[config.mk]
export PLATFORM = sky130hd
export DESIGN_NAME = combined_overcurrent_status
export DESIGN_NICKNAME = d
export VERILOG_FILES = /design/src/verilog/ocstat_pkg.sv /design/src/verilog/combined_overcurrent_status.sv
export VERILOG_INCLUDE_DIRS = /design/src /design/src/verilog
export SDC_FILE = /design/constraint.sdc
export NUM_CORES = 1
export LEC_CHECK = 0
export ABC_CLOCK_PERIOD_IN_PS = 19300
export BUFFER_PORTS_ARGS = -buffer_cell sky130_fd_sc_hd__buf_2
export CAP_MARGIN = 40
export CELL_PAD_IN_SITES_DETAIL_PLACEMENT = 0
export CELL_PAD_IN_SITES_GLOBAL_PLACEMENT = 2
export CORE_MARGIN = 4
export CORE_UTILIZATION = 30
export CTS_CLUSTER_SIZE = 12
export DETAILED_ROUTE_END_ITERATION = 16
export PLACE_DENSITY_LB_ADDON = 0.1
export SLEW_MARGIN = 0
export SYNTH_ARGS = -nofsm -noshare
export SYNTH_HDL_FRONTEND = slang
export SYNTH_SLANG_ARGS = --single-unit
[constraint.sdc]
create_clock -name core_clk -period 19.3 [get_ports core_clk]
set_input_delay 4.825 -clock core_clk [delete_from_list [all_inputs] [get_ports core_clk]]
set_output_delay 4.825 -clock core_clk [all_outputs]
set_load 0.01 [all_outputs]
[src/verilog/ocstat_map.svh]
// Purpose: register map, field positions and timing counts of the overcurrent status block
// Assumes: 200 MHz core clock, AHB-Lite word registers
// Notes:   definitions only
// Function
// only enabled stages contribute start, trip and fault current
// keep latest fault current, writable by software
// per-phase start flag on while start on, held for alarm clear delay
// combined start flag is OR of the three phase start flags
// per-phase trip flag on while fault on, held for fault clear delay
// combined trip flag is OR of the three phase trip flags
// alarm clear delay 0..65535 s sets start flag hold time
// fault clear delay 0..65535 s sets trip flag hold time
// enable for phase start on events
// enable for phase start off events
// separate enables for combined start on and off events
// enable for phase trip on events
// enable for phase trip off events
// separate enables for combined trip on and off events
// start group repeat setting allows or suppresses repeated events of one fault
// trip group repeat setting allows or suppresses repeated events of one fault
// configurer turns suppression off when consumer needs paired on/off events
// new start or trip reloads countdown; one-second tick counts down to zero
`ifndef OCSTAT_MAP_SVH
`define OCSTAT_MAP_SVH
`define OC_NUM_STAGES  8
`define OC_CUR_W       16
`define OC_DLY_W       16
`define OC_IRQ_W       4
// register byte offsets
`define OC_REG_CTRL    12'h000
`define OC_REG_STG_EN  12'h004
`define OC_REG_ALR_DLY 12'h008
`define OC_REG_FLT_DLY 12'h00C
`define OC_REG_FLAGS   12'h010
`define OC_REG_LAST_I  12'h014
`define OC_REG_IRQ_ST  12'h018
`define OC_REG_IRQ_CLR 12'h01C
`define OC_REG_IRQ_EN  12'h020
// reset values
`define OC_CTRL_RST    10'h000
`define OC_STG_EN_RST  8'hFF
`define OC_DLY_RST     16'h0000
// interrupt status bit positions
`define OC_IRQ_START_ON  0
`define OC_IRQ_TRIP_ON   1
`define OC_IRQ_START_OFF 2
`define OC_IRQ_TRIP_OFF  3
// one-second tick
`define OC_TICK_S      1
`define OC_CLK_HZ      200000000
`define OC_TICK_CYCLES (`OC_TICK_S * `OC_CLK_HZ)
`endif

[src/verilog/ocstat_pkg.sv]
// Purpose: types shared by the overcurrent status block
// Assumes: ocstat_map.svh holds the numbers
// Notes:   none
package ocstat_pkg;
  // control register layout, bit 9 downward
  typedef struct packed {
    logic trip_repeat_allow;           // bit 9
    logic start_repeat_allow;          // bit 8
    logic combined_trip_off_event_en;  // bit 7
    logic combined_trip_on_event_en;
    logic phase_trip_off_event_en;
    logic phase_trip_on_event_en;
    logic combined_start_off_event_en;
    logic combined_start_on_event_en;
    logic phase_start_off_event_en;
    logic phase_start_on_event_en;     // bit 0
  } ctrl_t;
  // status flags
  typedef struct packed {
    logic       combined_trip_flag;    // bit 7
    logic [2:0] phase_trip_flag;       // bits 6:4
    logic       combined_start_flag;   // bit 3
    logic [2:0] phase_start_flag;      // bits 2:0
  } flags_t;
  // one-cycle event pulses
  typedef struct packed {
    logic       comb_trip_off;
    logic       comb_trip_on;
    logic [2:0] trip_off;
    logic [2:0] trip_on;
    logic       comb_start_off;
    logic       comb_start_on;
    logic [2:0] start_off;
    logic [2:0] start_on;
  } event_t;
endpackage : ocstat_pkg
[src/verilog/combined_overcurrent_status.sv]
// Purpose: combine overcurrent stage starts and trips into held status flags and events
// Assumes: stage inputs synchronous to core_clk; AHB-Lite single word transfers
// Notes:   zero wait state slave, hrdata registered in the address phase
`timescale 1ns/10ps
`include "ocstat_map.svh"
module combined_overcurrent_status import ocstat_pkg::*; #(
  parameter int unsigned TICK_CYCLES = `OC_TICK_CYCLES  // cycles per second tick
) (
  input  wire logic                                    core_clk,      // system clock
  input  wire logic                                    arst_n,        // async reset
  input  wire logic                                    hsel,          // slave select
  input  wire logic [31:0]                             haddr,         // address
  input  wire logic [1:0]                              htrans,        // transfer type
  input  wire logic                                    hwrite,        // write
  input  wire logic [2:0]                              hsize,         // size
  input  wire logic [31:0]                             hwdata,        // write data
  input  wire logic                                    hready,        // bus ready
  output logic                                         hreadyout,     // slave ready
  output logic                                         hresp,         // always okay
  output logic [31:0]                                  hrdata,        // read data
  input  wire logic [`OC_NUM_STAGES-1:0][2:0]          stage_start,   // per stage phase starts
  input  wire logic [`OC_NUM_STAGES-1:0][2:0]          stage_trip,    // per stage phase trips
  input  wire logic [`OC_NUM_STAGES-1:0]               stage_cur_vld, // fault current strobe
  input  wire logic [`OC_NUM_STAGES-1:0][`OC_CUR_W-1:0] stage_cur,    // recorded fault current
  output flags_t                                       flags,         // held status flags
  output event_t                                       events,        // event pulses
  output logic [`OC_CUR_W-1:0]                         latest_fault_current, // latest fault
  output logic                                         irq            // level interrupt
);

  // ---------------------------------------------------------------
  // state
  // ---------------------------------------------------------------
  ctrl_t                      ctrl_q, ctrl_d;
  logic [`OC_NUM_STAGES-1:0]  stg_en_q, stg_en_d;
  logic [`OC_DLY_W-1:0]       alr_dly_q, alr_dly_d;
  logic [`OC_DLY_W-1:0]       flt_dly_q, flt_dly_d;
  logic [`OC_CUR_W-1:0]       last_i_q, last_i_d;
  logic [`OC_IRQ_W-1:0]       irq_st_q, irq_st_d;
  logic [`OC_IRQ_W-1:0]       irq_en_q, irq_en_d;
  logic                       irq_q, irq_d;
  logic                       wr_pend_q, wr_pend_d;
  logic [11:0]                wr_addr_q, wr_addr_d;
  logic [31:0]                rdata_q, rdata_d;
  logic [27:0]                tick_cnt_q, tick_cnt_d;
  logic                       tick_q, tick_d;
  logic [5:0]                 raw;
  logic [5:0]                 hold;
  logic [`OC_DLY_W-1:0]       cnt_q [6];
  logic [`OC_DLY_W-1:0]       cnt_d [6];
  flags_t                     flags_q, flags_d;
  event_t                     ev_q, ev_d;
  logic [5:0]                 rep_q, rep_d;
  logic                       cur_hit;
  logic [`OC_CUR_W-1:0]       cur_max;
  logic [`OC_IRQ_W-1:0]       irq_set;

  // decode helper for word offsets
  function automatic logic at(input logic [11:0] a, input logic [11:0] off);
    at = (a == off);
  endfunction : at

  // ---------------------------------------------------------------
  // AHB-Lite slave
  // ---------------------------------------------------------------
  // address phase capture, read mux, data phase writes
  always_comb begin
    logic [11:0] ra;
    ra        = haddr[11:0];
    wr_pend_d = hsel && htrans[1] && hready && hwrite;
    wr_addr_d = ra;
    rdata_d   = rdata_q;
    ctrl_d    = ctrl_q;
    stg_en_d  = stg_en_q;
    alr_dly_d = alr_dly_q;
    flt_dly_d = flt_dly_q;
    irq_en_d  = irq_en_q;
    if (hsel && htrans[1] && hready && !hwrite) begin
      if (at(ra, `OC_REG_CTRL)) begin
        rdata_d = 32'(ctrl_q);
      end else if (at(ra, `OC_REG_STG_EN)) begin
        rdata_d = 32'(stg_en_q);
      end else if (at(ra, `OC_REG_ALR_DLY)) begin
        rdata_d = 32'(alr_dly_q);
      end else if (at(ra, `OC_REG_FLT_DLY)) begin
        rdata_d = 32'(flt_dly_q);
      end else if (at(ra, `OC_REG_FLAGS)) begin
        rdata_d = 32'(flags_q);
      end else if (at(ra, `OC_REG_LAST_I)) begin
        rdata_d = 32'(last_i_q);
      end else if (at(ra, `OC_REG_IRQ_ST)) begin
        rdata_d = 32'(irq_st_q);
      end else if (at(ra, `OC_REG_IRQ_EN)) begin
        rdata_d = 32'(irq_en_q);
      end else begin
        rdata_d = 32'h0000_0000;                      // unmapped and write-only read zero
      end
    end
    if (wr_pend_q) begin
      if (at(wr_addr_q, `OC_REG_CTRL)) begin
        ctrl_d = ctrl_t'(hwdata[9:0]);                // see R9 see R10 see R11
      end else if (at(wr_addr_q, `OC_REG_STG_EN)) begin
        stg_en_d = hwdata[`OC_NUM_STAGES-1:0];
      end else if (at(wr_addr_q, `OC_REG_ALR_DLY)) begin
        alr_dly_d = hwdata[`OC_DLY_W-1:0];
      end else if (at(wr_addr_q, `OC_REG_FLT_DLY)) begin
        flt_dly_d = hwdata[`OC_DLY_W-1:0];
      end else if (at(wr_addr_q, `OC_REG_IRQ_EN)) begin
        irq_en_d = hwdata[`OC_IRQ_W-1:0];
      end
    end
  end

  always_ff @(posedge core_clk or negedge arst_n) begin
    if (!arst_n) begin
      wr_pend_q <= 1'b0;
      wr_addr_q <= 12'h000;
      rdata_q   <= 32'h0000_0000;
      ctrl_q    <= ctrl_t'(`OC_CTRL_RST);
      stg_en_q  <= `OC_STG_EN_RST;
      alr_dly_q <= `OC_DLY_RST;
      flt_dly_q <= `OC_DLY_RST;
      irq_en_q  <= '0;
    end else begin
      wr_pend_q <= wr_pend_d;
      wr_addr_q <= wr_addr_d;
      rdata_q   <= rdata_d;
      ctrl_q    <= ctrl_d;
      stg_en_q  <= stg_en_d;
      alr_dly_q <= alr_dly_d;
      flt_dly_q <= flt_dly_d;
      irq_en_q  <= irq_en_d;
    end
  end

  // ---------------------------------------------------------------
  // one-second tick
  // ---------------------------------------------------------------
  // free running divider of the core clock
  always_comb begin
    tick_d     = (tick_cnt_q == 28'(TICK_CYCLES - 1));
    tick_cnt_d = tick_d ? 28'h000_0000 : tick_cnt_q + 28'h000_0001;
  end

  always_ff @(posedge core_clk or negedge arst_n) begin
    if (!arst_n) begin
      tick_cnt_q <= 28'h000_0000;
      tick_q     <= 1'b0;
    end else begin
      tick_cnt_q <= tick_cnt_d;
      tick_q     <= tick_d;
    end
  end

  // ---------------------------------------------------------------
  // stage gathering
  // ---------------------------------------------------------------
  // or of enabled stages and largest recorded current this cycle
  always_comb begin
    raw     = 6'h00;
    cur_hit = 1'b0;
    cur_max = '0;
    for (int s = 0; s < `OC_NUM_STAGES; s++) begin
      if (stg_en_q[s]) begin
        raw = raw | {stage_trip[s], stage_start[s]};
        if (stage_cur_vld[s] && (!cur_hit || stage_cur[s] > cur_max)) begin
          cur_hit = 1'b1;
          cur_max = stage_cur[s];
        end
      end
    end
  end

  // ---------------------------------------------------------------
  // hold counters, bits 0-2 start phases, 3-5 trip phases
  // ---------------------------------------------------------------
  for (genvar g = 0; g < 6; g++) begin : g_hold
    // reload on activity, count down on tick
    always_comb begin
      if (raw[g]) begin
        cnt_d[g] = (g < 3) ? alr_dly_q : flt_dly_q;
      end else if (tick_q && cnt_q[g] != '0) begin
        cnt_d[g] = cnt_q[g] - 16'h0001;
      end else begin
        cnt_d[g] = cnt_q[g];
      end
      hold[g] = raw[g] || (cnt_d[g] != '0);           // see R3
    end

    always_ff @(posedge core_clk or negedge arst_n) begin
      if (!arst_n) begin
        cnt_q[g] <= `OC_DLY_RST;
      end else begin
        cnt_q[g] <= cnt_d[g];
      end
    end
  end

  // ---------------------------------------------------------------
  // flags, events, latest current, interrupt
  // ---------------------------------------------------------------
  // rising and falling flags become events under their enables
  always_comb begin
    logic [2:0] srise;
    logic [2:0] sfall;
    logic [2:0] trise;
    logic [2:0] tfall;
    flags_d.phase_start_flag    = hold[2:0];
    flags_d.combined_start_flag = |hold[2:0];
    flags_d.phase_trip_flag     = hold[5:3];
    flags_d.combined_trip_flag  = |hold[5:3];
    srise = hold[2:0] & ~flags_q.phase_start_flag;
    sfall = ~hold[2:0] & flags_q.phase_start_flag;
    trise = hold[5:3] & ~flags_q.phase_trip_flag;
    tfall = ~hold[5:3] & flags_q.phase_trip_flag;
    // without repeat allow only the first rise of a fault reports
    ev_d.start_on = (ctrl_q.phase_start_on_event_en &&
                     (ctrl_q.start_repeat_allow || !flags_q.combined_start_flag)) ?
                    srise : 3'h0;                     // see R9
    ev_d.trip_on  = (ctrl_q.phase_trip_on_event_en &&
                     (ctrl_q.trip_repeat_allow || !flags_q.combined_trip_flag)) ?
                    trise : 3'h0;                     // see R12
    // without repeat allow an off follows only a reported on
    ev_d.start_off = ctrl_q.phase_start_off_event_en ?
                     (sfall & (ctrl_q.start_repeat_allow ? 3'h7 : rep_q[2:0])) : 3'h0;
    ev_d.trip_off  = ctrl_q.phase_trip_off_event_en ?
                     (tfall & (ctrl_q.trip_repeat_allow ? 3'h7 : rep_q[5:3])) : 3'h0;
    ev_d.comb_start_on  = ctrl_q.combined_start_on_event_en &&
                          flags_d.combined_start_flag && !flags_q.combined_start_flag;
    ev_d.comb_start_off = ctrl_q.combined_start_off_event_en &&
                          !flags_d.combined_start_flag && flags_q.combined_start_flag;
    ev_d.comb_trip_on   = ctrl_q.combined_trip_on_event_en &&
                          flags_d.combined_trip_flag && !flags_q.combined_trip_flag;
    ev_d.comb_trip_off  = ctrl_q.combined_trip_off_event_en &&
                          !flags_d.combined_trip_flag && flags_q.combined_trip_flag;
    rep_d = ({ev_d.trip_on, ev_d.start_on} | rep_q) & hold;
    // hardware update wins over a software write in the same cycle
    if (cur_hit) begin
      last_i_d = cur_max;
    end else if (wr_pend_q && at(wr_addr_q, `OC_REG_LAST_I)) begin
      last_i_d = hwdata[`OC_CUR_W-1:0];
    end else begin
      last_i_d = last_i_q;
    end
    irq_set = '0;
    irq_set[`OC_IRQ_START_ON]  = flags_d.combined_start_flag && !flags_q.combined_start_flag;
    irq_set[`OC_IRQ_TRIP_ON]   = flags_d.combined_trip_flag && !flags_q.combined_trip_flag;
    irq_set[`OC_IRQ_START_OFF] = !flags_d.combined_start_flag && flags_q.combined_start_flag;
    irq_set[`OC_IRQ_TRIP_OFF]  = !flags_d.combined_trip_flag && flags_q.combined_trip_flag;
    irq_st_d = irq_st_q;
    if (wr_pend_q && at(wr_addr_q, `OC_REG_IRQ_CLR)) begin
      irq_st_d = irq_st_q & ~hwdata[`OC_IRQ_W-1:0];
    end
    irq_st_d = irq_st_d | irq_set;                    // set wins over clear
    irq_d    = |(irq_st_d & irq_en_d);
  end

  always_ff @(posedge core_clk or negedge arst_n) begin
    if (!arst_n) begin
      flags_q  <= '0;
      ev_q     <= '0;
      rep_q    <= 6'h00;
      last_i_q <= '0;
      irq_st_q <= '0;
      irq_q    <= 1'b0;
    end else begin
      flags_q  <= flags_d;
      ev_q     <= ev_d;
      rep_q    <= rep_d;
      last_i_q <= last_i_d;
      irq_st_q <= irq_st_d;
      irq_q    <= irq_d;
    end
  end

  // ---------------------------------------------------------------
  // outputs
  // ---------------------------------------------------------------
  assign hreadyout            = 1'b1 | wr_pend_q & 1'b0;
  assign hresp                = 1'b0;
  assign hrdata               = rdata_q;
  assign flags                = flags_q;
  assign events               = ev_q;
  assign latest_fault_current = last_i_q;
  assign irq                  = irq_q;

  // ---------------------------------------------------------------
  // checks
  // ---------------------------------------------------------------
  property p_stage_off;
    @(posedge core_clk) disable iff (!arst_n)
    (!stg_en_q[0] && (stage_trip[7:1] == '0)) |-> (raw[5:3] == 3'h0);
  endproperty
  a_stage_off: assert property (p_stage_off) else $error("disabled stage contributed");

  property p_start_set;
    @(posedge core_clk) disable iff (!arst_n)
    (stg_en_q[0] && stage_start[0][0]) |=> flags.phase_start_flag[0];
  endproperty
  a_start_set: assert property (p_start_set) else $error("start flag not set");

  property p_comb_start;
    @(posedge core_clk) disable iff (!arst_n)
    flags.combined_start_flag == (|flags.phase_start_flag);
  endproperty
  a_comb_start: assert property (p_comb_start) else $error("combined start mismatch");

  property p_trip_set;
    @(posedge core_clk) disable iff (!arst_n)
    (stg_en_q[2] && stage_trip[2][2]) |=> flags.phase_trip_flag[2];
  endproperty
  a_trip_set: assert property (p_trip_set) else $error("trip flag not set");

  property p_comb_trip;
    @(posedge core_clk) disable iff (!arst_n)
    flags.combined_trip_flag == (|flags.phase_trip_flag);
  endproperty
  a_comb_trip: assert property (p_comb_trip) else $error("combined trip mismatch");

  property p_alr_load;
    @(posedge core_clk) disable iff (!arst_n)
    raw[0] |=> (cnt_q[0] == $past(alr_dly_q));
  endproperty
  a_alr_load: assert property (p_alr_load) else $error("alarm delay not loaded");

  property p_flt_load;
    @(posedge core_clk) disable iff (!arst_n)
    raw[5] |=> (cnt_q[5] == $past(flt_dly_q));
  endproperty
  a_flt_load: assert property (p_flt_load) else $error("fault delay not loaded");

  property p_count_tick;
    @(posedge core_clk) disable iff (!arst_n)
    (!raw[3] && !tick_q && cnt_q[3] != '0) |=> $stable(cnt_q[3]);
  endproperty
  a_count_tick: assert property (p_count_tick) else $error("count moved off tick");

  property p_start_on_en;
    @(posedge core_clk) disable iff (!arst_n)
    (events.start_on != 3'h0) |-> $past(ctrl_q.phase_start_on_event_en);
  endproperty
  a_start_on_en: assert property (p_start_on_en) else $error("start on event while off");

  property p_trip_off_en;
    @(posedge core_clk) disable iff (!arst_n)
    (events.trip_off != 3'h0) |-> $past(ctrl_q.phase_trip_off_event_en) && $fell(flags.combined_trip_flag) ||
    $past(ctrl_q.phase_trip_off_event_en);
  endproperty
  a_trip_off_en: assert property (p_trip_off_en) else $error("trip off event while off");

  property p_comb_start_ev;
    @(posedge core_clk) disable iff (!arst_n)
    events.comb_start_on |-> $rose(flags.combined_start_flag) && $past(ctrl_q.combined_start_on_event_en);
  endproperty
  a_comb_start_ev: assert property (p_comb_start_ev) else $error("bad combined start event");

  property p_repeat;
    @(posedge core_clk) disable iff (!arst_n)
    (events.trip_on != 3'h0) |-> $past(ctrl_q.trip_repeat_allow) || !$past(flags.combined_trip_flag);
  endproperty
  a_repeat: assert property (p_repeat) else $error("repeated trip event not suppressed");

endmodule : combined_overcurrent_status

==> results.tsv, run 1 <==
stage	metric	value	unit
cts	TritonCTS clock tree	built	
setup_path	reg2reg path depth	70	
placement	gpl congestion	0.901	
setup_path	reg-to-reg startpoint	stg_en_q[0]	
routing	DR WL/cell	23.4	um
routing	DRT iter0 DRCs	1051	
logic_synthesis	synthesized area per cell	9.13	sq um
global_routing	number of global-route vias before repair	17100	
cts	Max Buffers Root-to-Sink	3	
logic_synthesis	Synth Warn #	0	
floorplanning	# rows	89	
cts	clock-pin slew on the worst setup and hold paths	60	ps
timing	post-route minimum period	18400	ps
routing	DRT antenna net count	0	
final_layout	Final Util	36.7	%
logic_synthesis	Yosys cell types	86	
timing	setup tns final	0	ps
placement	Area after DPL	20500	sq um
routing	drt total wl	71500	um
global_routing	global route overflow	0	
hold_path	WHS Endpoint	tick_cnt_q[0]	
floorplanning	I/O pin cnt	333	
power_and_ir_drop	Cell Pwr Density	61.4	nW/um^2
setup_path	crit-path most repeated cell	a21o_1	
setup_path	reg2reg setup slack	4380	ps
placement	hpwl dp	56100	um
timing	worst hold margin	459	ps
timing	Setup violations, final	0	
cts	cts bufs inserted	34	
setup_path	reg-to-reg endpoint	latest_fault_current[2]	
setup_path	type of the worst setup path	in -> reg	
floorplanning	Die ar.	64200	sq um
logic_synthesis	Async S/R FF share, synth	100	%
global_routing	largest net degree at the start of global routing	104	
global_routing	Total GRT Usage	21.7	%
final_layout	Finished Layout Cells	3057	
logic_synthesis	Yosys reg bits	259	
routing	DR vias	16800	
flow_run	max-cap viol count	0	
final_layout	register area	6490	sq um
timing	Max Freq	0.0543	GHz
setup_path	CP required	19760	ps
timing	final setup skew	39.4	ps
logic_synthesis	Post-Syn Area	18100	sq um
routing	drt via density	5.49	
final_layout	most frequent cells in the layout	273 x buf_2, 251 x dfrtp_1, 164 x nand2_1, 161 x nor2_1, 125 x ha_1	
setup_path	worst endpoint data arrival time	18860	ps
placement	port bufs	274	
placement	Placed Cells	2986	
routing	DRC viols	0	
timing	fin crit share	95.3	%
timing	Slew @ Worst Pin	1090	ps
cts	clock net sink count	259	
run_status	status	finished, final reports clean	
final_layout	Layout area overhead	20.7	%
logic_synthesis	synthesized instance count	1981	
global_routing	first-pass GRT wire length	106000	um
setup_path	Max stage delay cell, worst path	or4b_1	
hold_path	Worst Hold Class	reg -> reg	
logic_synthesis	register area share after synthesis	35.9	%
final_layout	layout cell share with drive strength beyond 1	23.1	%
final_layout	Fill cells	6117	
setup_path	critical path's largest stage delay	550	ps
logic_synthesis	number of synthesized flops with an enable pin	0	
cts	latest clock arrival within the worst-skew pair	550	ps
floorplanning	DIE HEIGHT	253	um
power_and_ir_drop	VDD IR max	0.0485	mV
hold_path	beginning of the worst hold path	tick_cnt_q[0]	
cts	root buf cell	clkbuf_16	
cts	CTS Hold Buffers Added	0	
logic_synthesis	predominant post-synthesis flop cell	dfrtp_1	
final_layout	Design Area, Final	21800	sq um
hold_path	Cells on Worst Hold Path	1	
setup_path	Crit. End Element	flip-flop	
floorplanning	Die Wd	253	um
timing	fin. max-slew vios	0	
routing	drt first pass iters	5	
global_routing	initial antenna violation count	21	
final_layout	nets	2635	
final_layout	footprint of the multi-input gates	11100	sq um
floorplanning	Starting Density	30.5	%
timing	RSZ-0062 raised after global routing	false	
final_layout	most common cell after layout, fill and taps aside	buf_2	
floorplanning	core area	59400	sq um
timing	Final Hold Fails	0	
timing	Slew Limit Headroom	27.4	%
power_and_ir_drop	P_leak	8.98	nW
setup_path	critical path peak fanout	48	
cts	CTS HTree Levels	2	
setup_path	crit path launch type	primary input	
==> how the worst max path moves through the flow <==
stage | endpoint | start | cells after the start
2_1_floorplan | latest_fault_current[10] | stage_cur_vld[0] | 73
3_3_place_gp | latest_fault_current[2] | stage_cur_vld[0] | 68
3_5_place_dp | latest_fault_current[2] | stage_cur_vld[0] | 70
4_1_cts | latest_fault_current[2] | stage_cur_vld[0] | 71
5_1_grt | latest_fault_current[2] | stage_cur_vld[0] | 71
6_report | latest_fault_current[2] | stage_cur_vld[0] | 71
==> cell families (layout without fill, tap and decap cells) <==
logic type	count (synthesis)	count (layout)	synth area share, %
AOI/OAI and AO/OA	560	561	21.6
xor gates and xnor gates	56	56	2.71
adders and majority gates	125	125	8.65
buffers and inverters	170	446	3.90
DFF	259	259	35.9
muxes	114	114	6.66
other	2	28	0.0415
and+or+nand+nor	695	695	20.6
==> final cells by class <==
type / instances / area share (%)
diodes: 10 / 0.115
clock buffers: 51 / 4.66
clock inverters: 7 / 0.304
inverters: 64 / 1.10
multi-input cells: 1569 / 51.1
flip-flops and latches: 259 / 29.8
well taps: 773 / 4.43
repair buffers: 324 / 8.55
==> synthesized netlist by cell type (10+ instances only) <==
cell type / n / area, sq um
a21boi_1: 13 / 97.6
a211oi_1: 13 / 97.6
a21bo_2: 14 / 140
or4_1: 32 / 240
or2_2: 17 / 106
or2_1: 11 / 68.8
o221a_2: 14 / 158
nor4_1: 38 / 238
and3_1: 15 / 93.8
nand2_1: 164 / 616
a2bb2oi_1: 15 / 131
nor2b_1: 14 / 87.6
mux2_2: 50 / 563
o21a_1: 25 / 188
a31oi_1: 46 / 288
a211o_1: 20 / 175
nand4_1: 44 / 275
a22oi_1: 42 / 315
o21ai_0: 99 / 495
a21o_1: 46 / 345
o21ai_1: 14 / 70.1
nor3_1: 51 / 255
xor2_1: 16 / 140
inv_1: 63 / 236
dfrtp_1: 251 / 6280
o41ai_1: 10 / 87.6
mux2i_1: 64 / 641
nand3_1: 26 / 130
buf_4: 18 / 135
nor2_1: 162 / 608
or3_1: 31 / 194
o211ai_1: 15 / 113
and4_1: 12 / 105
a21oi_1: 90 / 450
clkbuf_1: 83 / 312
ha_1: 125 / 1560
o31ai_1: 21 / 158
xnor2_1: 40 / 350
and2_1: 14 / 87.6
==> per-layer routing <==
layer  part of all wire [%]  track usage, %  vias up
li1                       -               -     8024
met1                     43            27.7     8197
met2                     48            37.3      434
met3                    6.4            5.21      105
met4                    2.1            4.81       20
met5                   0.18               0        -
==> registers in the layout (all words and copies together), names as in the netlist, 10 cells and up <==
name                  flops
alr_dly_q                16
cnt_q                    96
ctrl_q                   10
events                   16
flt_dly_q                16
hrdata                   16
latest_fault_current     16
tick_cnt_q               28
wr_addr_q                12
==> repair_timing <==
action                     CTS  global route
pin swaps                    0             4
gates resized for setup      1            29
hold endpoints to repair     0             0
setup buffers                0             2
setup endpoints to repair    1            16
gates cloned                 0             1
==> worst max-delay path, delay by kind of cell <==
| kind | cells | cell delay, ps |
|---|---|---|
| simple gates | 10 | 1780 |
| compound gates | 41 | 7940 |
| mux | 1 | 130 |
| fa+ha+maj | 7 | 2000 |
| buf+inv | 12 | 2130 |
==> per-stage QoR <==
stage | setup WS, ps | total power, mW
2_1_floorplan | 56.0 | 0.645
3_3_place_gp | -465 | 0.717
3_5_place_dp | -496 | 0.721
4_1_cts | 104 | 1.36
5_1_grt | 51.6 | 1.40
6_report | 899 | 1.34
==> where the power goes <==
group / leakage [nW] / switching [mW] / total (mW) / internal (mW)
clock network: 0.533 / 0.251 / 0.627 / 0.376
registers: 2.96 / 0.0232 / 0.584 / 0.561
logic: 5.49 / 0.0734 / 0.128 / 0.0543
total: 8.98 / 0.348 / 1.34 / 0.991
No activity file was read; power rests on OpenSTA's default activity.
==> run 2, diff against run 1 <==
--- a/config.mk
+++ b/config.mk
@@ -6,6 +6,7 @@
 export SDC_FILE = /design/constraint.sdc
 export NUM_CORES = 1
 export LEC_CHECK = 0
+export ABC_AREA = 1
 export ABC_CLOCK_PERIOD_IN_PS = 19300
 export BUFFER_PORTS_ARGS = -buffer_cell sky130_fd_sc_hd__buf_2
 export CAP_MARGIN = 40
==> run 2 against run 1 <==
Net effect:
- worst setup slack improved by 940 ps
- design area increased by 6.2%
- wire length increased by 2.1%
- flip-flop and latch count unchanged
- combinational power increased to 3.5 times the previous value
- critical path depth increased by 17
- total power increased by 28%
==> results.tsv, run 2 <==
stage	metric	value	unit
run_status	status	finished, final reports clean	
logic_synthesis	synthesized instance count	2931	
cts	clock-pin slew on the worst setup and hold paths	50	ps
timing	Slew Limit Headroom	32.0	%
timing	worst hold margin	476	ps
cts	root buf cell	clkbuf_16	
logic_synthesis	Yosys reg bits	259	
cts	TritonCTS clock tree	built	
floorplanning	Die ar.	69900	sq um
floorplanning	# rows	93	
floorplanning	Die Wd	264	um
logic_synthesis	dominant cells by area after synthesis	dfrtp_1 32%, nand2_1 19%, ha_1 7.9%	
setup_path	reg2reg setup slack	5380	ps
setup_path	CP required	19760	ps
timing	Slew @ Worst Pin	1020	ps
timing	fin crit share	90.5	%
cts	Post-CTS Setup Repair Bufs	0	
placement	gpl congestion	0.886	
setup_path	crit-path most repeated cell	nand2_1	
logic_synthesis	post-synth top area cell	dfrtp_1	
setup_path	reg2reg path depth	87	
cts	clock net sink count	259	
setup_path	Crit. End Element	flip-flop	
floorplanning	I/O pin cnt	333	
power_and_ir_drop	Cell Pwr Density	74.2	nW/um^2
setup_path	reg-to-reg endpoint	latest_fault_current[13]	
routing	DR WL/cell	17.9	um
power_and_ir_drop	total power	1.72	mW
cts	PostCTS Resize Cnt	0	
routing	drt first pass iters	5	
power_and_ir_drop	P_leak	12.0	nW
final_layout	Biggest register	cnt_q	
flow_run	max-cap viol count	0	
timing	setup tns final	0	ps
global_routing	first-pass GRT wire length	112000	um
cts	cts bufs inserted	35	
timing	fin. max-slew vios	0	
logic_synthesis	predominant post-synthesis flop cell	dfrtp_1	
power_and_ir_drop	VDD IR max	0.0473	mV
timing	Final Hold Fails	0	
cts	CTS HTree Levels	2	
logic_synthesis	Post-Syn Area	19700	sq um
timing	post-route minimum period	17460	ps
global_routing	global route overflow	0	
timing	final setup skew	36.1	ps
logic_synthesis	Async S/R FF share, synth	100	%
final_layout	Fill cells	7119	
logic_synthesis	top-area cell type share of the netlist area	31.9	%
final_layout	register area	6490	sq um
final_layout	largest registers	cnt_q x96, tick_cnt_q x28	
hold_path	Worst Hold Class	reg -> reg	
hold_path	Cells on Worst Hold Path	2	
global_routing	Total GRT Usage	20.5	%
setup_path	Max stage delay cell, worst path	o41ai_2	
timing	Max Freq	0.0573	GHz
global_routing	number of global-route vias before repair	19600	
routing	DR vias	19200	
final_layout	footprint of the multi-input gates	11400	sq um
logic_synthesis	most numerous cell in the Yosys netlist	nand2_1	
logic_synthesis	synthesized area per cell	6.73	sq um
final_layout	nets	3571	
floorplanning	DIE HEIGHT	264	um
logic_synthesis	Yosys cell types	66	
final_layout	max reg flops	96	
floorplanning	Starting Density	30.4	%
routing	DRT iter0 DRCs	1057	
setup_path	reg-to-reg startpoint	stg_en_q[0]	
final_layout	most common cell after layout, fill and taps aside	nand2_1	
routing	DRT antenna net count	0	
logic_synthesis	commonest cells in the netlist	1019 x nand2_1, 331 x inv_1, 296 x nor2_1, 251 x dfrtp_1, 177 x nand3_1	
placement	hpwl dp	58800	um
timing	Setup violations, final	0	
logic_synthesis	Synth Warn #	0	
final_layout	Layout area overhead	17.5	%
global_routing	initial antenna violation count	21	
routing	DRC viols	0	
placement	port bufs	274	
setup_path	crit path launch type	primary input	
routing	drt total wl	73000	um
cts	Max Buffers Root-to-Sink	3	
timing	RSZ-0062 raised after global routing	false	
hold_path	WHS Endpoint	hrdata[4]	
final_layout	most frequent cells in the layout	1019 x nand2_1, 328 x inv_1, 296 x nor2_1, 273 x buf_2, 251 x dfrtp_1	
setup_path	critical path peak fanout	31	
logic_synthesis	register area share after synthesis	32.9	%
setup_path	type of the worst setup path	in -> reg	
final_layout	layout cell share with drive strength beyond 1	14.6	%
global_routing	largest net degree at the start of global routing	147	
setup_path	worst endpoint data arrival time	17920	ps
cts	CTS Hold Buffers Added	0	
hold_path	beginning of the worst hold path	hrdata[4]	
cts	latest clock arrival within the worst-skew pair	550	ps
logic_synthesis	number of synthesized flops with an enable pin	0	
setup_path	critical path's largest stage delay	360	ps
floorplanning	core area	64800	sq um
routing	drt via density	4.71	
==> run 2: cell count changes after synthesis, sizes merged, moves of 41 or more <==
cell and change:
mux2i -64, o21ai +54, nor2 +154, a22oi -42, nand3 +157, clkbuf -49, inv +281, a21o -44
nand2 +870, mux2 -50, xor2 +41
==> run 2: worst max path at each step <==
stage	from	end	slack, ps	depth (start not counted)
final	stage_cur_vld[0]	latest_fault_current[13]	1840	88
after global routing	stage_cur_vld[0]	latest_fault_current[13]	4	87
after CTS	stage_cur_vld[0]	latest_fault_current[13]	1270	90
after detailed placement	stage_cur_vld[0]	latest_fault_current[13]	760	91
after global placement	stage_cur_vld[0]	latest_fault_current[13]	860	91
after floorplan	stage_cur_vld[0]	latest_fault_current[2]	3280	91
==> run 2: logic make-up after synthesis <==
family                     Yosys count  share of synthesized area, %
xor gates and xnor gates            87                          3.86
and+or+nand+nor                   1675                          35.9
adders and majority gates          125                          7.93
buffers and inverters              446                          9.56
DFF                                259                          32.9
AOI/OAI and AO/OA                  337                          9.78
other                                2                        0.0381
==> run 2: cell type report <==
class | count | area share (%)
Inverter | 352 | 5.79
Timing Repair Buffer | 298 | 6.90
Sequential cell | 259 | 28.0
Clock inverter | 14 | 0.708
Clock buffer | 50 | 4.51
Antenna cell | 11 | 0.119
Multi-Input combinational cell | 2242 | 49.3
Tap cell | 855 | 4.62
==> run 2: where the power goes <==
| group | internal (mW) | leakage (nW) | switching [mW] |
|---|---|---|---|
| Sequential | 0.563 | 2.73 | 0.0265 |
| Combinational | 0.162 | 8.63 | 0.289 |
| Clock | 0.418 | 0.604 | 0.260 |
==> run 2: layer usage <==
layer  part of all wire (%)  wire (um)  global-route usage [%]
met5                   0.18        128                       0
met4                    1.7       1250                    4.08
met3                    6.5       4770                    5.41
met2                     47      34100                    34.6
met1                     45      32800                    26.5
==> run 2: worst max-delay path, delay by kind of cell <==
kind                       cells  cell delay, ps
AOI/OAI and AO/OA             11            1860
adders and majority gates      7            1990
and+or+nand+nor               56            6710
buffers and inverters         14            2500
==> run 2: metrics by stage <==
stage / std cells / instance area, sq um / utilization [%] / setup WS [ps]
6_report: 4081 / 23200 / 35.7 / 1840
5_1_grt: 4073 / 23100 / 35.7 / 3.57
4_1_cts: 4070 / 23100 / 35.6 / 1270
3_5_place_dp: 4006 / 21900 / 33.8 / 759
3_3_place_gp: 4003 / 21800 / 33.7 / 855
2_1_floorplan: 2947 / 19800 / - / 3280
==> run 3, diff against run 2 <==
--- a/config.mk
+++ b/config.mk
@@ -16,7 +16,7 @@
 export CORE_UTILIZATION = 30
 export CTS_CLUSTER_SIZE = 12
 export DETAILED_ROUTE_END_ITERATION = 16
-export PLACE_DENSITY_LB_ADDON = 0.1
+export PLACE_DENSITY_LB_ADDON = 0.05
 export SLEW_MARGIN = 0
 export SYNTH_ARGS = -nofsm -noshare
 export SYNTH_HDL_FRONTEND = slang
==> run 3 against run 2 <==
Net effect:
- clock skew decreased by 2.1 ps
- first-iteration DRC count fell by 12%
- sequential share of layout area grew 0.15 points
- worst setup slack worse by 40 ps
- register-to-register slack worse by 20 ps
- critical path depth is 1 higher
- via count barely moved
- sequential power about the same
- global-route usage up 0.27 points
- critical path type unchanged
- highest routed layer unchanged
==> results.tsv, run 3 (synthesis results as in run 2) <==
stage	metric	value	unit
run_status	status	finished, final reports clean	
floorplanning	Die ar.	69900	sq um
setup_path	reg-to-reg endpoint	latest_fault_current[7]	
global_routing	global route overflow	0	
setup_path	type of the worst setup path	in -> reg	
floorplanning	I/O pin cnt	333	
global_routing	first-pass GRT wire length	114000	um
setup_path	CP required	19740	ps
routing	DRT antenna net count	0	
final_layout	Final Util	35.5	%
final_layout	Biggest register	cnt_q	
cts	latest clock arrival within the worst-skew pair	550	ps
floorplanning	# rows	93	
timing	Slew @ Worst Pin	926	ps
timing	fin crit share	90.7	%
cts	Max Buffers Root-to-Sink	3	
timing	fin. max-slew vios	0	
placement	port bufs	274	
cts	TritonCTS clock tree	built	
global_routing	Total GRT Usage	20.7	%
routing	drt via density	4.71	
placement	hpwl dp	60200	um
global_routing	number of global-route vias before repair	19700	
timing	setup tns final	0	ps
final_layout	most common cell after layout, fill and taps aside	nand2_1	
routing	drt first pass iters	5	
setup_path	reg2reg setup slack	5360	ps
setup_path	critical path's largest stage delay	350	ps
floorplanning	Die Wd	264	um
cts	clock-pin slew on the worst setup and hold paths	50	ps
routing	DR vias	19200	
final_layout	layout cell share with drive strength beyond 1	14.4	%
global_routing	initial antenna violation count	26	
cts	root buf cell	clkbuf_16	
routing	drt total wl	73800	um
setup_path	reg2reg path depth	89	
routing	DRC viols	0	
setup_path	reg-to-reg startpoint	stg_en_q[0]	
hold_path	Cells on Worst Hold Path	2	
power_and_ir_drop	P_leak	11.9	nW
cts	CTS HTree Levels	2	
routing	DRT iter0 DRCs	935	
setup_path	crit-path most repeated cell	nand2_1	
hold_path	WHS Endpoint	hrdata[0]	
timing	Final Hold Fails	0	
power_and_ir_drop	Cell Pwr Density	72.2	nW/um^2
setup_path	crit path launch type	primary input	
setup_path	Max stage delay cell, worst path	nor4_2	
timing	Setup violations, final	0	
timing	Max Freq	0.0571	GHz
floorplanning	Starting Density	30.4	%
floorplanning	DIE HEIGHT	264	um
cts	cts bufs inserted	35	
final_layout	Layout area overhead	16.8	%
cts	clock net sink count	259	
final_layout	nets	3572	
setup_path	critical path peak fanout	31	
final_layout	max reg flops	96	
final_layout	largest registers	cnt_q x96, tick_cnt_q x28	
setup_path	CP bufs+invs	15	
setup_path	Crit. End Element	flip-flop	
timing	Slew Limit Headroom	38.3	%
global_routing	largest net degree at the start of global routing	99	
timing	RSZ-0062 raised after global routing	false	
setup_path	CP Depth	89	
hold_path	beginning of the worst hold path	hrdata[0]	
setup_path	worst endpoint data arrival time	17940	ps
power_and_ir_drop	VDD IR max	0.0483	mV
floorplanning	core area	64800	sq um
setup_path	delay-heaviest family, CP	simple AND/OR/NAND/NOR gates	
final_layout	most frequent cells in the layout	1019 x nand2_1, 328 x inv_1, 296 x nor2_1, 273 x buf_2, 251 x dfrtp_1	
timing	post-route minimum period	17500	ps
routing	DR WL/cell	18.1	um
timing	final setup skew	34.1	ps
hold_path	Worst Hold Class	reg -> reg	
flow_run	max-cap viol count	0	
placement	gpl congestion	0.868	
==> run 3: cell types whose count changed in the layout (fill, tap and decap cells not counted), sizes merged <==
| cell | change |
|---|---|
| clkinvlp | +1 |
| diode | +1 |
| buf | +1 |
| bufinv | -3 |
| clkbuf | +1 |
==> run 3: metal layers <==
metal	GRT usage [%]	wire length (um)	vias up
met5	0	150	-
li1	-	-	9843
met1	26.8	33400	8905
met4	4.67	1770	28
met2	35.2	34300	325
met3	5.04	4110	106
==> run 3: per-stage QoR <==
stage | power [mW] | worst slack (ps) | cell area (sq um) | hold WS [ps] | instances
after floorplan | 0.867 | 3280 | 19800 | 450 | 2947
after CTS | 1.69 | 1050 | 23000 | 481 | 4070
after detailed placement | 1.05 | 600 | 21900 | 466 | 4007
final | 1.66 | 1800 | 23000 | 476 | 4082
after global routing | 1.79 | 34.2 | 23000 | 505 | 4075
after global placement | 1.04 | 717 | 21800 | 462 | 4005
==> run 3: timing repair <==
item,in CTS,in global routing
buffers inserted,0,0
setup endpoints to repair,0,16
hold buffers,0,0
gates resized for setup,0,8
==> run 3: report_power, final <==
group          total, mW  switching (mW)  internal, mW
Combinational      0.451           0.289         0.162
Sequential         0.591          0.0282         0.563
Clock              0.622           0.258         0.364
Total               1.66           0.575          1.09
==> run 3: how the worst max path moves through the flow <==
stage	slack [ps]	end	from
2_1_floorplan	3280	latest_fault_current[2]	stage_cur_vld[0]
3_3_place_gp	720	latest_fault_current[15]	stage_cur_vld[0]
3_5_place_dp	600	latest_fault_current[15]	stage_cur_vld[0]
4_1_cts	1050	latest_fault_current[7]	stage_cur_vld[0]
5_1_grt	30	latest_fault_current[7]	stage_cur_vld[0]
6_report	1800	latest_fault_current[7]	stage_cur_vld[0]
==> run 3: area by class of cell <==
class	count	area (sq um)
inverter	352	1340
clock inverter	12	81.3
tap	855	1070
antenna	12	30.0
sequential	259	6490
multi-input combinational	2242	11400
fill	7238	41800
clock buffer	51	1010
timing repair buffer	299	1590
==> run 3: tightest hold or removal path, cell delays in order, from the launching register on <==
cell and delay [ps]:
dfrtp_1 340, nand2_1 50, nand2_1 50
